===== config.mk =====
export PLATFORM = sky130hd
export DESIGN_NAME = sleep_mode_clock_gating
export DESIGN_NICKNAME = d
export VERILOG_FILES = /design/src/pkg/clock_gate_pkg.sv /design/src/pkg/gate_bank_if.sv /design/src/verilog/sleep_mode_clock_gating.sv /design/src/verilog/gate_bank.sv /design/src/verilog/unit_access_check.sv
export SDC_FILE = /design/constraint.sdc
export NUM_CORES = 1
export LEC_CHECK = 0
export BUFFER_PORTS_ARGS = -buffer_cell sky130_fd_sc_hd__buf_4
export CORE_MARGIN = 2
export CORE_UTILIZATION = 39
export DETAILED_ROUTE_END_ITERATION = 7
export GPL_TIMING_DRIVEN = 1
export PLACE_DENSITY = 0.73
export SLEW_MARGIN = 10
export SYNTH_ARGS = -nofsm -noshare
export SYNTH_HDL_FRONTEND = slang
export SYNTH_SLANG_ARGS = --single-unit

===== constraint.sdc =====
create_clock -name clock -period 2.3 [get_ports clock]
set_clock_uncertainty 0.05 [all_clocks]
set_input_delay 0.23 -clock clock [delete_from_list [all_inputs] [get_ports clock]]
set_output_delay 0.23 -clock clock [all_outputs]
set_load 0.01 [all_outputs]

===== src/pkg/clock_gate_pkg.sv =====
// constants for the sleep-mode clock gating block
package clock_gate_pkg;
  localparam logic [11:0] run_gate_offset = 12'h100;
  localparam logic [11:0] sleep_gate_offset = 12'h110;
  localparam logic [11:0] deep_gate_offset = 12'h120;
  localparam logic [11:0] config_offset = 12'h060;
  localparam logic [31:0] gate_reset = 32'h00000040;
  localparam logic [31:0] gate_writable_mask = 32'h00110348;
  localparam logic [31:0] config_writable_mask = 32'h08000000;
  localparam logic [31:0] config_reset = 32'h00000000;
  localparam int pwm_bit = 20;
  localparam int adc_bit = 16;
  localparam int rate_lsb = 8;
  localparam int hib_bit = 6;
  localparam int wdt_bit = 3;
  localparam int auto_gate_bit = 27;
  localparam int unit_count = 4;
  localparam logic [1:0] rate_125k = 2'h0;
  localparam logic [1:0] rate_250k = 2'h1;
  localparam logic [1:0] rate_500k = 2'h2;
  localparam logic [1:0] unit_pwm = 2'h0;
  localparam logic [1:0] unit_adc = 2'h1;
  localparam logic [1:0] unit_hib = 2'h2;
  localparam logic [1:0] unit_wdt = 2'h3;
  typedef enum logic [1:0] {
    power_run = 2'b00,
    power_sleep = 2'b01,
    power_deep = 2'b10
  } power_state_e;
endpackage : clock_gate_pkg


===== src/pkg/gate_bank_if.sv =====
// interface carrying one gating register write port and value
`timescale 1ns/10ps
`default_nettype none
interface gate_bank_if;
  logic wr;
  logic [31:0] wdata;
  logic [31:0] value;
  modport owner (input wr, input wdata, output value);
  modport user (output wr, output wdata, input value);
endinterface : gate_bank_if
`default_nettype wire


===== src/verilog/sleep_mode_clock_gating.sv =====
// clock gating control with run, sleep and deep-sleep gating registers
// Behaviour
// RL1 - each implemented bit enables one unit; the code uses implemented bits 9:8 as the adc sample rate select instead
// RL2 - one delivers clock, zero removes it
// RL3 - access to unclocked unit gives bus fault
// RL4 - gating bits reset to zero unless noted; the run and deep registers also reset bit 6 to one
// RL5 - sleep register resets to 0x00000040
// RL6 - separate run, sleep, deep-sleep registers
// RL7 - sleep registers apply only with auto gating
// RL8 - bit 20 pwm, bit 16 adc
// RL9 - reserved bits read zero, ignore writes
// RL10 - unused positions have no gating effect
// RL11 - bits 9:8 select adc sample rate
// RL12 - bit 6 gates hibernation unit
// RL13 - bit 3 gates watchdog, fault if off
// RL14 - run values apply outside auto sleep
`timescale 1ns/10ps
`default_nettype none
module sleep_mode_clock_gating
  import clock_gate_pkg::*;
(
  input wire logic clock,
  input wire logic rst_n,
  input wire logic [11:0] addr,
  input wire logic [31:0] wdata,
  input wire logic wr_strobe,
  input wire logic rd_strobe,
  output logic [31:0] rdata,
  input wire logic [1:0] power_state,
  input wire logic unit_access,
  input wire logic [1:0] unit_sel,
  output logic unit_fault,
  output logic unit_done,
  output logic pwm_clock_en,
  output logic adc_clock_en,
  output logic hibernation_gate,
  output logic watchdog_gate,
  output logic [1:0] converter_sample_rate_sel
);
  gate_bank_if run_if ();
  gate_bank_if sleep_if ();
  gate_bank_if deep_if ();
  logic [31:0] run_sleep_clock_config_reg;
  logic [31:0] active_gates;
  logic [3:0] enable_next;
  logic [3:0] enable_reg;
  logic [1:0] rate_raw;
  logic [1:0] rate_next;
  logic auto_gating_select;
  power_state_e state;

  function automatic logic hit(input logic [11:0] a, input logic [11:0] off);
    hit = (a == off);
  endfunction : hit

  assign state = power_state_e'(power_state);
  assign auto_gating_select = run_sleep_clock_config_reg[auto_gate_bit];
  assign run_if.wr = wr_strobe & hit(addr, run_gate_offset); // RL6
  assign sleep_if.wr = wr_strobe & hit(addr, sleep_gate_offset); // RL6
  assign deep_if.wr = wr_strobe & hit(addr, deep_gate_offset); // RL6
  assign run_if.wdata = wdata;
  assign sleep_if.wdata = wdata;
  assign deep_if.wdata = wdata;

  gate_bank #(.reset_value(gate_reset), .writable(gate_writable_mask)) run_bank (
    .clock(clock),
    .rst_n(rst_n),
    .bank(run_if)
  );
  gate_bank #(.reset_value(gate_reset), .writable(gate_writable_mask)) sleep_bank (
    .clock(clock),
    .rst_n(rst_n),
    .bank(sleep_if)
  );
  gate_bank #(.reset_value(gate_reset), .writable(gate_writable_mask)) deep_bank (
    .clock(clock),
    .rst_n(rst_n),
    .bank(deep_if)
  );

  always_ff @(posedge clock) begin
    if (!rst_n) begin
      run_sleep_clock_config_reg <= config_reset;
    end else if (wr_strobe && hit(addr, config_offset)) begin
      run_sleep_clock_config_reg <= wdata & config_writable_mask;
    end
  end

  // without auto gating the run register stays in charge in every state
  always_comb begin
    active_gates = run_if.value; // RL14
    if (auto_gating_select) begin // RL7
      unique case (state)
        power_run: active_gates = run_if.value;
        power_sleep: active_gates = sleep_if.value; // RL7
        power_deep: active_gates = deep_if.value;
        default: active_gates = run_if.value;
      endcase
    end
  end

  // only four positions drive a unit; bits 9:8 set the sample rate, others are ignored
  always_comb begin
    enable_next = 4'h0; // RL10
    enable_next[unit_pwm] = active_gates[pwm_bit]; // RL1 RL8
    enable_next[unit_adc] = active_gates[adc_bit]; // RL8
    enable_next[unit_hib] = active_gates[hib_bit]; // RL12
    enable_next[unit_wdt] = active_gates[wdt_bit]; // RL13
    rate_raw = active_gates[rate_lsb+1:rate_lsb];
    // the reserved code 0x3 is capped at the highest supported rate
    rate_next = (rate_raw > rate_500k) ? rate_500k : rate_raw; // RL11
  end

  always_ff @(posedge clock) begin
    if (!rst_n) begin
      // unit order follows the unit codes: wdt, hib, adc, pwm
      enable_reg <= {gate_reset[wdt_bit], gate_reset[hib_bit], gate_reset[adc_bit], gate_reset[pwm_bit]}; // RL4
      converter_sample_rate_sel <= rate_125k;
    end else begin
      enable_reg <= enable_next; // RL2
      converter_sample_rate_sel <= rate_next; // RL11
    end
  end

  always_ff @(posedge clock) begin
    if (!rst_n) begin
      pwm_clock_en <= gate_reset[pwm_bit]; // RL4
      adc_clock_en <= gate_reset[adc_bit]; // RL4
      hibernation_gate <= gate_reset[hib_bit]; // RL5
      watchdog_gate <= gate_reset[wdt_bit]; // RL4
    end else begin
      pwm_clock_en <= enable_next[unit_pwm]; // RL2
      adc_clock_en <= enable_next[unit_adc]; // RL2
      hibernation_gate <= enable_next[unit_hib]; // RL12
      watchdog_gate <= enable_next[unit_wdt]; // RL13
    end
  end

  unit_access_check checker_unit (
    .clock(clock),
    .rst_n(rst_n),
    .access(unit_access),
    .unit_sel(unit_sel),
    .enables(enable_reg),
    .fault(unit_fault),
    .done(unit_done)
  );

  // unmapped addresses read zero
  always_ff @(posedge clock) begin
    if (!rst_n) begin
      rdata <= 32'h00000000;
    end else if (rd_strobe) begin
      unique case (addr)
        run_gate_offset: rdata <= run_if.value;
        sleep_gate_offset: rdata <= sleep_if.value; // RL9
        deep_gate_offset: rdata <= deep_if.value;
        config_offset: rdata <= run_sleep_clock_config_reg;
        default: rdata <= 32'h00000000;
      endcase
    end else begin
      rdata <= 32'h00000000;
    end
  end
endmodule : sleep_mode_clock_gating
`default_nettype wire


===== src/verilog/gate_bank.sv =====
// one gating register with masked writable fields
`timescale 1ns/10ps
`default_nettype none
module gate_bank
  import clock_gate_pkg::*;
#(
  parameter logic [31:0] reset_value = gate_reset,
  parameter logic [31:0] writable = gate_writable_mask
) (
  input wire logic clock,
  input wire logic rst_n,
  gate_bank_if.owner bank
);
  logic [31:0] value_reg;
  // reserved bits never store, so they read zero
  always_ff @(posedge clock) begin
    if (!rst_n) begin
      value_reg <= reset_value; // RL4 RL5
    end else if (bank.wr) begin
      value_reg <= bank.wdata & writable; // RL9
    end
  end
  assign bank.value = value_reg;
endmodule : gate_bank
`default_nettype wire


===== src/verilog/unit_access_check.sv =====
// fault check for bus accesses aimed at a peripheral unit
`timescale 1ns/10ps
`default_nettype none
module unit_access_check
  import clock_gate_pkg::*;
(
  input wire logic clock,
  input wire logic rst_n,
  input wire logic access,
  input wire logic [1:0] unit_sel,
  input wire logic [3:0] enables,
  output logic fault,
  output logic done
);
  always_ff @(posedge clock) begin
    if (!rst_n) begin
      fault <= 1'b0;
      done <= 1'b0;
    end else begin
      fault <= access & ~enables[unit_sel]; // RL3 RL13
      done <= access & enables[unit_sel];
    end
  end
endmodule : unit_access_check
`default_nettype wire


==> summary.md, run 1 <==
| Metric | Value |
|---|---|
| Number of nets in the layout | `272` |
| Area delta synth->final | `20.1%` |
| Top sig layer | `met4` |
| Pin count of the biggest net entering global routing | `37` |
| P_leak | `1.06 nW` |
| Port-buffer cells | `42` |
| CP Class | `reg -> reg` |
| Setup TNS | `0 ps` |
| Wire length on met1 | `between 1500 and 2000 um` |
| Async set-reset flop share out of synthesis | `0%` |
| Initial Util | `40.3%` |
| Post-CTS Setup Inserts | `0` |
| Status | `completed` |
| Number of diodes | `0` |
| Number of synthesized flops with an enable pin | `0` |
| H-Tree Depth | `2` |
| DP Area | `~0.0020 mm2` |
| Worst setup EP type | `flip-flop` |
| Share of cells above drive strength 1 | `around a quarter` |
| Via Count | `1269` |
| WL met3 | `207 um` |
| Setup violations, final | `0` |
| Mapped Cells | `176` |
| Register area share after synthesis | `38.8%` |
| CTS Buf Count | `5` |
| # DRC | `0` |
| Final WL | `3490 um` |
| Vias in the first global route | `1227` |
| Pre-CTS setup slack | `631 ps` |
| Gp weighted congestion | `0.782` |
| Flops & latches, synth | `34` |
| Crit path required time | `2480 ps` |
| CP max-delay cell | `nor2b_1` |
| YS warnings | `0` |
| # hold bufs at CTS | `0` |
| Overall Power | `about 1.2 mW` |
| Starting DRT DRC Count | `34` |
| Max FFs per register | `7` |
| Initial antenna violation count | `0` |
| Non-filler cells, final | `270` |
| First-pass GRT wire length | `just under 6000 um` |
| # placed instances | `262` |
| Peak VDD IR | `0.165 mV` |
| Hold_ws | `120 ps` |
| # Max-Cap Violations | `0` |
| First-pass DRT Iterations | `4` |
| Endpoints failing hold | `0` |
| Worst Tran Pin Value | `625 ps` |
| Crit path largest cell delay | `400 ps` |
| Crit share post-route | `between 60 and 70%` |
| Startpoint Class | `flip-flop` |
| CTS tree | `built` |
| Top reg by flops | `rdata` |
| Most used DFF post-synth | `dfxtp_1` |
| Clock buffer depth | `2` |
| Syn avg cell area | `between 9 and 10 um2` |
| Routed wire length per instance | `between 10 and 15 um` |
| Post-route ant nets | `0` |
| CTS clk-pin slew, worst paths | `70 ps` |
| Pwr dens | `552 mW/mm2` |
| Rows | `24` |
| Post-DP HPWL | `2600 um` |
| Max-slew headroom | `58.0%` |
| Post-route setup slack | `roughly 900 ps` |
| Metal2 WL | `1680 um` |
| Clock Sinks | `34` |
| CP Max Fanout | `5` |
| Unrepaired setup endpoints after global routing | `false` |
| Hold Path Class | `in -> reg` |
| CTS root buffer | `clkbuf_8` |
| Synth unique cells | `27` |
| Finished Core Util | `between 40 and 50%` |
| Vias per inst | `4.70` |
| CP Cell Sequence | `nor2b_1 -> mux2i_1 -> o2111a_1` |
| Later-pin clock latency in the skew report | `290 ps` |
| Final instance area | `0.00211 mm2` |
| Netlist Area Pre-Place | `0.00175 mm2` |
| GRT Resource Usage Total | `between 15 and 20%` |
| Die Wd | `71.0 um` |
| FMAX | `0.712 GHz` |
| Slew Limit Fails | `0` |
| Die area | `0.00505 mm2` |
| GR Overflow Total | `0` |
| Crit path arrival time | `1590 ps` |
| IO Pins | `93` |
| Die height | `71.0 um` |
| Core area | `about 0.0044 mm2` |
| Fin crit period | `between 1000 and 1500 ps` |
| Post_cts resized | `0` |
==> report_power, final <==
group,switching [mW],total (mW),internal [mW],leakage [nW]
Clock,0.213,0.454,0.240,0.0472
Sequential,0.000371,0.590,0.590,0.274
Combinational,0.0691,0.119,0.0503,0.736
Total,0.283,1.16,0.881,1.06
==> Yosys cell counts, types with 2 or more instances <==
| cell | instances | area, um2 |
|---|---|---|
| buf_2 | 2 | 10.0 |
| inv_1 | 2 | 7.51 |
| a22oi_1 | 4 | 30.0 |
| nor4bb_1 | 3 | 30.0 |
| o211a_1 | 3 | 30.0 |
| nor2b_1 | 7 | 43.8 |
| nand4_1 | 2 | 12.5 |
| buf_4 | 25 | 188 |
| nand2_1 | 30 | 113 |
| ha_1 | 2 | 25.0 |
| nor4_4 | 2 | 42.5 |
| clkbuf_1 | 5 | 18.8 |
| dfxtp_1 | 34 | 681 |
| a2bb2oi_1 | 6 | 52.6 |
| nand4_4 | 3 | 63.8 |
| mux2i_1 | 27 | 270 |
| nor2_1 | 8 | 30.0 |
| a22o_1 | 2 | 17.5 |
==> placed cells by master (no fill, tap or decap), types with 3 or more instances in the layout <==
master,instances
a22oi_1,4
a2bb2oi_1,6
buf_4,43
clkbuf_8,6
conb_1,25
dfxtp_1,34
mux2i_1,27
nand2_1,30
nand4_4,3
nor2_1,8
nor2b_1,7
nor4bb_1,3
o211a_1,3
==> worst max-delay path, delay by kind of cell (launching register included) <==
| family | cells | cell delay, ps |
|---|---|---|
| simple gates | 1 | 400 |
| compound gates | 1 | 230 |
| flops | 1 | 340 |
| mux | 1 | 330 |
==> cell type report <==
class	instances	area, um2
multi-input combinational	131	935
fill	420	2250
inverter	2	7.51
clock inverter	2	12.5
timing repair buffer	43	323
sequential	34	681
clock buffer	6	82.6
tap	52	65.1
==> layer usage <==
| layer | track usage (%) | up-vias |
|---|---|---|
| li1 | - | 646 |
| met1 | 17.8 | 577 |
| met2 | 24.9 | 39 |
| met3 | 4.27 | 7 |
| met4 | 8.18 | 0 |
| met5 | 0 | - |
==> worst paths after layout <==
path | startpoint | endpoint | slack [ps] | cells after the start
max reg2reg | run_sleep_clock_config_reg[27] | converter_sample_rate_sel[0] | 900 | 3
max | run_sleep_clock_config_reg[27] | converter_sample_rate_sel[0] | 900 | 3
min | unit_access | checker_unit.fault | 120 | 3
min reg2reg | run_sleep_clock_config_reg[27] | run_sleep_clock_config_reg[27] | 420 | 2
==> kinds of logic after synthesis <==
family	Yosys count	share of synthesized area, %
DFF	34	38.8
AOI/OAI and AO/OA	16	8.07
buffers and inverters	35	13.0
and+or+nand+nor	60	21.8
adders and majority gates	2	1.43
muxes	28	16.7
other	1	0.214
No activity file was read; power rests on OpenSTA's default activity.
==> run 2: changes to the inputs <==
--- a/config.mk
+++ b/config.mk
@@ -10,7 +10,7 @@
 export CORE_UTILIZATION = 39
 export DETAILED_ROUTE_END_ITERATION = 7
 export GPL_TIMING_DRIVEN = 1
-export PLACE_DENSITY = 0.73
+export PLACE_DENSITY = 0.76
 export SLEW_MARGIN = 10
 export SYNTH_ARGS = -nofsm -noshare
 export SYNTH_HDL_FRONTEND = slang
==> constraint.sdc (replaced) <==
create_clock -name clock -period 1.2 [get_ports clock]
set_clock_uncertainty 0.05 [all_clocks]
set_input_delay 0.12 -clock clock [delete_from_list [all_inputs] [get_ports clock]]
set_output_delay 0.12 -clock clock [all_outputs]
set_load 0.01 [all_outputs]
==> run 2 against run 1 <==
Compared with the run above: register-to-register slack got worse by 840 ps; highest routed layer unchanged; first-iteration DRC count grew 53%; cell count increased by 5.2%; sequential share of layout area decreased by 2.0 points; die area unchanged; clock power is 130% higher; fmax grew 23%.
==> summary.md, run 2 (synthesized netlist as in run 1, its figures left out) <==
| Metric | Value |
|---|---|
| Finished Core Util | `51.6%` |
| Commonest cells after routing, fill and taps aside | `buf_4 (58), dfxtp_1 (34), nand2_1 (30), mux2i_1 (27), conb_1 (25)` |
| GR Overflow Total | `0` |
| Slew Limit Fails | `0` |
| Later-pin clock latency in the skew report | `approximately 290 ps` |
| Switch Pwr | `0.524 mW` |
| Initial antenna violation count | `0` |
| Unrepaired setup endpoints after global routing | `false` |
| Number of nets in the layout | `roughly 290` |
| Crit path required time | `1330 ps` |
| Clock Sinks | `34` |
| Crit share post-route | `95.2%` |
| GRT Resource Usage Total | `14.5%` |
| # DRC | `0` |
| Fin crit period | `1140 ps` |
| Routed wire length per instance | `12.5 um` |
| Clock buffer depth | `2` |
| Die Wd | `71.0 um` |
| Share of cells above drive strength 1 | `31.9%` |
| Final WL | `about 3500 um` |
| Peak VDD IR | `0.530 mV` |
| Post-route ant nets | `0` |
| First-pass DRT Iterations | `4` |
| DP Area | `approximately 0.0021 mm2` |
| Sequential Power Share | `46.4%` |
| # hold bufs at CTS | `0` |
| Initial Util | `40.3%` |
| Core area | `0.00435 mm2` |
| Endpoints failing hold | `0` |
| Pwr dens | `1090 mW/mm2` |
| Crit path arrival time | `1270 ps` |
| Sw frac | `between 20 and 25%` |
| Pin count of the biggest net entering global routing | `18` |
| Vias in the first global route | `1306` |
| CTS Buf Count | `5` |
| Non-filler cells, final | `284` |
| Post-DP HPWL | `around 2800 um` |
| Max FFs per register | `7` |
| CP Max Fanout | `2` |
| Fill count | `407` |
| Vias per inst | `a little under 5` |
| Most common cell after layout, fill and taps aside | `buf_4` |
| Final instance area | `roughly 0.0022 mm2` |
| CTS clk-pin slew, worst paths | `60 ps` |
| # placed instances | `277` |
| Pre-CTS setup slack | `-131 ps` |
| CTS root buffer | `clkbuf_8` |
| Area delta synth->final | `28.1%` |
| Post-CTS Setup Inserts | `0` |
| Port-buffer cells | `42` |
| Hold_ws | `28.3 ps` |
| # Max-Cap Violations | `0` |
| P_leak | `between 1 and 1.5 nW` |
| Starting DRT DRC Count | `between 50 and 60` |
| First-pass GRT wire length | `approximately 5700 um` |
| Via Count | `approximately 1400` |
| Hold Path Class | `in -> reg` |
| Die height | `71.0 um` |
| H-Tree Depth | `2` |
| Status | `completed` |
| Cell Int Power | `1.92 mW` |
| Logic gate share of total power | `a little over a tenth` |
| Worst setup EP type | `flip-flop` |
| Startpoint Class | `flip-flop` |
| Part of the power in the clock network | `around 43%` |
| Top reg by flops | `rdata` |
| Die area | `0.00505 mm2` |
| CTS tree | `built` |
| Post-route setup slack | `between 50 and 60 ps` |
| Number of diodes | `0` |
| IO Pins | `93` |
| CP Class | `reg -> reg` |
| Gp weighted congestion | `between 0.8 and 0.9` |
| Rows | `24` |
| Setup violations, final | `0` |
| FMAX | `around 0.9 GHz` |
| R2R setup slack | `60 ps` |
## run 2: changes by cell type in the layout (fill, tap and decap cells not counted)
cell | previous run | this run
bufinv_16 | 0 | 1
buf_4 | 43 | 58
nor4b_2 | 0 | 1
nor4b_1 | 1 | 0
clkinv_2 | 1 | 0
clkinvlp_4 | 1 | 0
nor2b_2 | 0 | 1
nor2b_1 | 7 | 6
## run 2: layout make-up
type                       instances  area [um2]  area share [%]
tap                               52        65.1            2.90
multi-input combinational        131         943            42.0
sequential                        34         681            30.3
clock inverter                     1        30.0            1.34
inverter                           2        7.51           0.334
clock buffer                       6        82.6            3.68
timing repair buffer              58         435            19.4
## run 2: repair_timing
item                                   in CTS  in global routing
setup endpoints to repair                   0                  1
gates resized for setup                     0                  1
endpoints found under the hold margin       0                  0
## run 2: worst paths after layout
kind	to	startpoint	cells past startpoint
hold reg to reg	sleep_bank.bank.value[3]	sleep_bank.bank.value[3]	2
setup reg to reg	checker_unit.done	enable_reg[3]	2
hold / removal	checker_unit.fault	unit_access	3
setup / recovery	checker_unit.done	enable_reg[3]	2
## run 2: critical path: stages, from the launching register on
cell	delay [ps]
dfxtp_1	310
mux4_2	480
and3_1	200
## run 2: routing by layer
| metal | vias to the layer above | track usage, % | share of wire [%] |
|---|---|---|---|
| li1 | 674 | - | - |
| met1 | 643 | 17.1 | 44 |
| met2 | 44 | 24.3 | 49 |
| met3 | 4 | 4.70 | 5.2 |
| met4 | 0 | 5.66 | 1.4 |
| met5 | - | 0 | 0 |
## run 2: power groups by stage
| stage | combinational (mW) | clock, mW | sequential, mW |
|---|---|---|---|
| 6_report | 0.258 | 1.05 | 1.13 |
| 5_1_grt | 0.282 | 1.12 | 1.13 |
| 4_1_cts | 0.257 | 1.07 | 1.13 |
| 3_5_place_dp | 0.257 | 0 | 1.16 |
| 3_3_place_gp | 0.253 | 0 | 1.16 |
| 2_1_floorplan | 0.182 | 0 | 1.16 |
## run 2: through the flow
stage | TNS (ps) | total power, mW
2_1_floorplan | -341 | 1.34
3_3_place_gp | -732 | 1.41
3_5_place_dp | -934 | 1.41
4_1_cts | 0 | 2.46
5_1_grt | 0 | 2.53
6_report | 0 | 2.44
==> run 3: changes to the inputs <==
--- a/config.mk
+++ b/config.mk
@@ -5,12 +5,13 @@
 export SDC_FILE = /design/constraint.sdc
 export NUM_CORES = 1
 export LEC_CHECK = 0
+export ABC_AREA = 1
 export BUFFER_PORTS_ARGS = -buffer_cell sky130_fd_sc_hd__buf_4
 export CORE_MARGIN = 2
 export CORE_UTILIZATION = 39
 export DETAILED_ROUTE_END_ITERATION = 7
 export GPL_TIMING_DRIVEN = 1
-export PLACE_DENSITY = 0.76
+export PLACE_DENSITY = 0.75
 export SLEW_MARGIN = 10
 export SYNTH_ARGS = -nofsm -noshare
 export SYNTH_HDL_FRONTEND = slang
==> run 3 against run 2 <==
Compared with the run above: core utilization down 1.7 points; fmax increased by 6.0%; register-to-register slack better by 60 ps; sequential cell count stayed put; combinational power is 8% lower; critical path depth is 3 higher; global-route usage rose by 2.1 points; via count up 27%; cell count rose by 29%; setup slack better by 65 ps; synthesized area grew 6.9%; critical path type unchanged; largest cell class unchanged.
==> summary.md, run 3 <==
| Metric | Value |
|---|---|
| Crit path required time | `1320 ps` |
| Fill count | `463` |
| Hold Crit Start | `unit_access` |
| Unrepaired setup endpoints after global routing | `false` |
| R2R setup slack | `about 120 ps` |
| Synth area leader | `dfxtp_1` |
| Max FFs per register | `7` |
| Number of nets in the layout | `366` |
| Syn avg cell area | `7.23 um2` |
| Overall Power | `2.24 mW` |
| Post_cts resized | `0` |
| H-Tree Depth | `2` |
| Area delta synth->final | `25.0%` |
| Crit path arrival time | `around 1200 ps` |
| Most common cell after layout, fill and taps aside | `nand2_1` |
| Core area | `0.00469 mm2` |
| Die height | `73.3 um` |
| Vias per inst | `4.73` |
| Worst setup EP type | `flip-flop` |
| P_leak | `1.03 nW` |
| Number of diodes | `0` |
| Endpoints failing hold | `0` |
| First-pass GRT wire length | `6800 um` |
| Hold_ws | `24.1 ps` |
| Pin count of the biggest net entering global routing | `23` |
| R2R cell count | `5` |
| GR Overflow Total | `0` |
| Pwr dens | `956 mW/mm2` |
| Synth unique cells | `28` |
| Via Count | `approximately 1700` |
| FMAX | `0.928 GHz` |
| YS warnings | `0` |
| Top-count cell post-synth | `nand2_1` |
| Peak VDD IR | `between 0.5 and 0.6 mV` |
| Largest cells by area after synthesis | `dfxtp_1 (36%), nand2_1 (10%), buf_4 (10%), a21oi_1 (6.1%), nand4_1 (6.0%)` |
| Hold Path End | `checker_unit.done` |
| Status | `completed` |
| Setup violations, final | `0` |
| Startpoint Class | `flip-flop` |
| Initial Util | `39.9%` |
| CTS root buffer | `clkbuf_8` |
| Worst r2r src | `run_sleep_clock_config_reg[27]` |
| Top reg by flops | `rdata` |
| Pre-CTS setup slack | `-107 ps` |
| Non-filler cells, final | `366` |
| Starting DRT DRC Count | `45` |
| Initial antenna violation count | `0` |
| CTS tree | `built` |
| CTS clk-pin slew, worst paths | `70 ps` |
| Flops & latches, synth | `34` |
| Register area share after synthesis | `a little over a third` |
| Slew Limit Fails | `0` |
| # DRC | `0` |
| CP Class | `reg -> reg` |
| First-pass DRT Iterations | `4` |
| Commonest cells after routing, fill and taps aside | `nand2_1 (51), buf_4 (49), dfxtp_1 (34), nor2_1 (25), conb_1 (25)` |
| Rows | `25` |
| Post-route ant nets | `0` |
| Final WL | `4160 um` |
| Gp weighted congestion | `between 0.8 and 0.9` |
| Fin crit period | `roughly 1100 ps` |
| Die area | `0.00537 mm2` |
| Yosys top cell area share | `36.3%` |
| # hold bufs at CTS | `0` |
| R2R Path End | `enable_reg[2]` |
| Final instance area | `between 0.002 and 0.0025 mm2` |
| CTS Buf Count | `5` |
| Netlist Area Pre-Place | `0.00187 mm2` |
| GRT Resource Usage Total | `~17%` |
| Clock buffer depth | `2` |
| Number of synthesized flops with an enable pin | `0` |
| Clock Sinks | `34` |
| Post-DP HPWL | `3290 um` |
| DP Area | `0.00224 mm2` |
| IO Pins | `93` |
| Die Wd | `~73 um` |
| Later-pin clock latency in the skew report | `290 ps` |
| Share of cells above drive strength 1 | `26.6%` |
| Most used DFF post-synth | `dfxtp_1` |
| Vias in the first global route | `1546` |
| Crit share post-route | `89.8%` |
| # Max-Cap Violations | `0` |
| Finished Core Util | `49.9%` |
| # placed instances | `roughly 360` |
| Hold Path Class | `in -> reg` |
| Post-CTS Setup Inserts | `0` |
| Async set-reset flop share out of synthesis | `0%` |
| Post-route setup slack | `122 ps` |
| Commonest cells post-synth | `nand2_1 (51), dfxtp_1 (34), buf_4 (25), nor2_1 (25), a21oi_1 (23)` |
| Mapped Cells | `~260` |
| Setup TNS | `0 ps` |
| Routed wire length per instance | `11.4 um` |
| CP Max Fanout | `5` |
| Port-buffer cells | `42` |
| Hold depth | `3` |
[run 3: cell types whose count changed after synthesis, sizes merged, moves of 4 or more]
cell	change
nand3	+23
nand4	+12
a22oi	-4
nor2	+29
inv	+19
nand2	+25
mux2i	-27
nor2b	-7
a21oi	+23
a2bb2oi	-6
o21ai	+6
[run 3: power by group]
part | leakage [nW] | switching (mW) | internal, mW
logic | 0.706 | 0.145 | 0.0934
registers | 0.274 | 0.000874 | 1.13
clock network | 0.0472 | 0.408 | 0.461
total | 1.03 | 0.554 | 1.68
[run 3: worst max-delay path, cell delays in order (launching register included)]
cell and delay, ps:
dfxtp_1 300, inv_1 120, nor2_4 70, buf_4 140, o21ai_0 220, nand2_1 70
[run 3: cells by family (layout without fill, tap and decap cells)]
logic type	count (synthesis)	after routing	synth area share (%)
AND/OR/NAND/NOR	135	135	35.7
buffers and inverters	55	84	17.4
flip-flops	34	34	36.3
AO/OA/AOI/OAI	32	32	9.02
adder cells (fa/ha/maj)	2	2	1.34
other	1	25	0.200
[run 3: final cells by class]
| cell class | count | area, um2 | share of cell area, % |
|---|---|---|---|
| Timing Repair Buffer | 53 | 448 | 19.1 |
| Sequential cell | 34 | 681 | 29.1 |
| Multi-Input combinational cell | 194 | 962 | 41.1 |
| Tap cell | 54 | 67.6 | 2.89 |
| Clock inverter | 2 | 12.5 | 0.534 |
| Clock buffer | 6 | 82.6 | 3.53 |
| Inverter | 23 | 87.6 | 3.74 |
[run 3: worst max path at each step]
stage,start,endpoint,slack (ps)
final,run_sleep_clock_config_reg[27],enable_reg[2],120
after global routing,run_sleep_clock_config_reg[27],converter_sample_rate_sel[0],20
after CTS,run_sleep_clock_config_reg[27],converter_sample_rate_sel[0],70
after detailed placement,power_state[0],converter_sample_rate_sel[0],-110
after global placement,power_state[0],converter_sample_rate_sel[0],-100
after floorplan,power_state[0],converter_sample_rate_sel[0],90
[run 3: metal layers]
layer	track usage [%]	up-vias	routed length, um
li1	-	905	-
met2	27.8	56	1990
met3	5.08	7	243
met1	20.3	763	1870
met4	4.85	0	55
met5	0	-	0
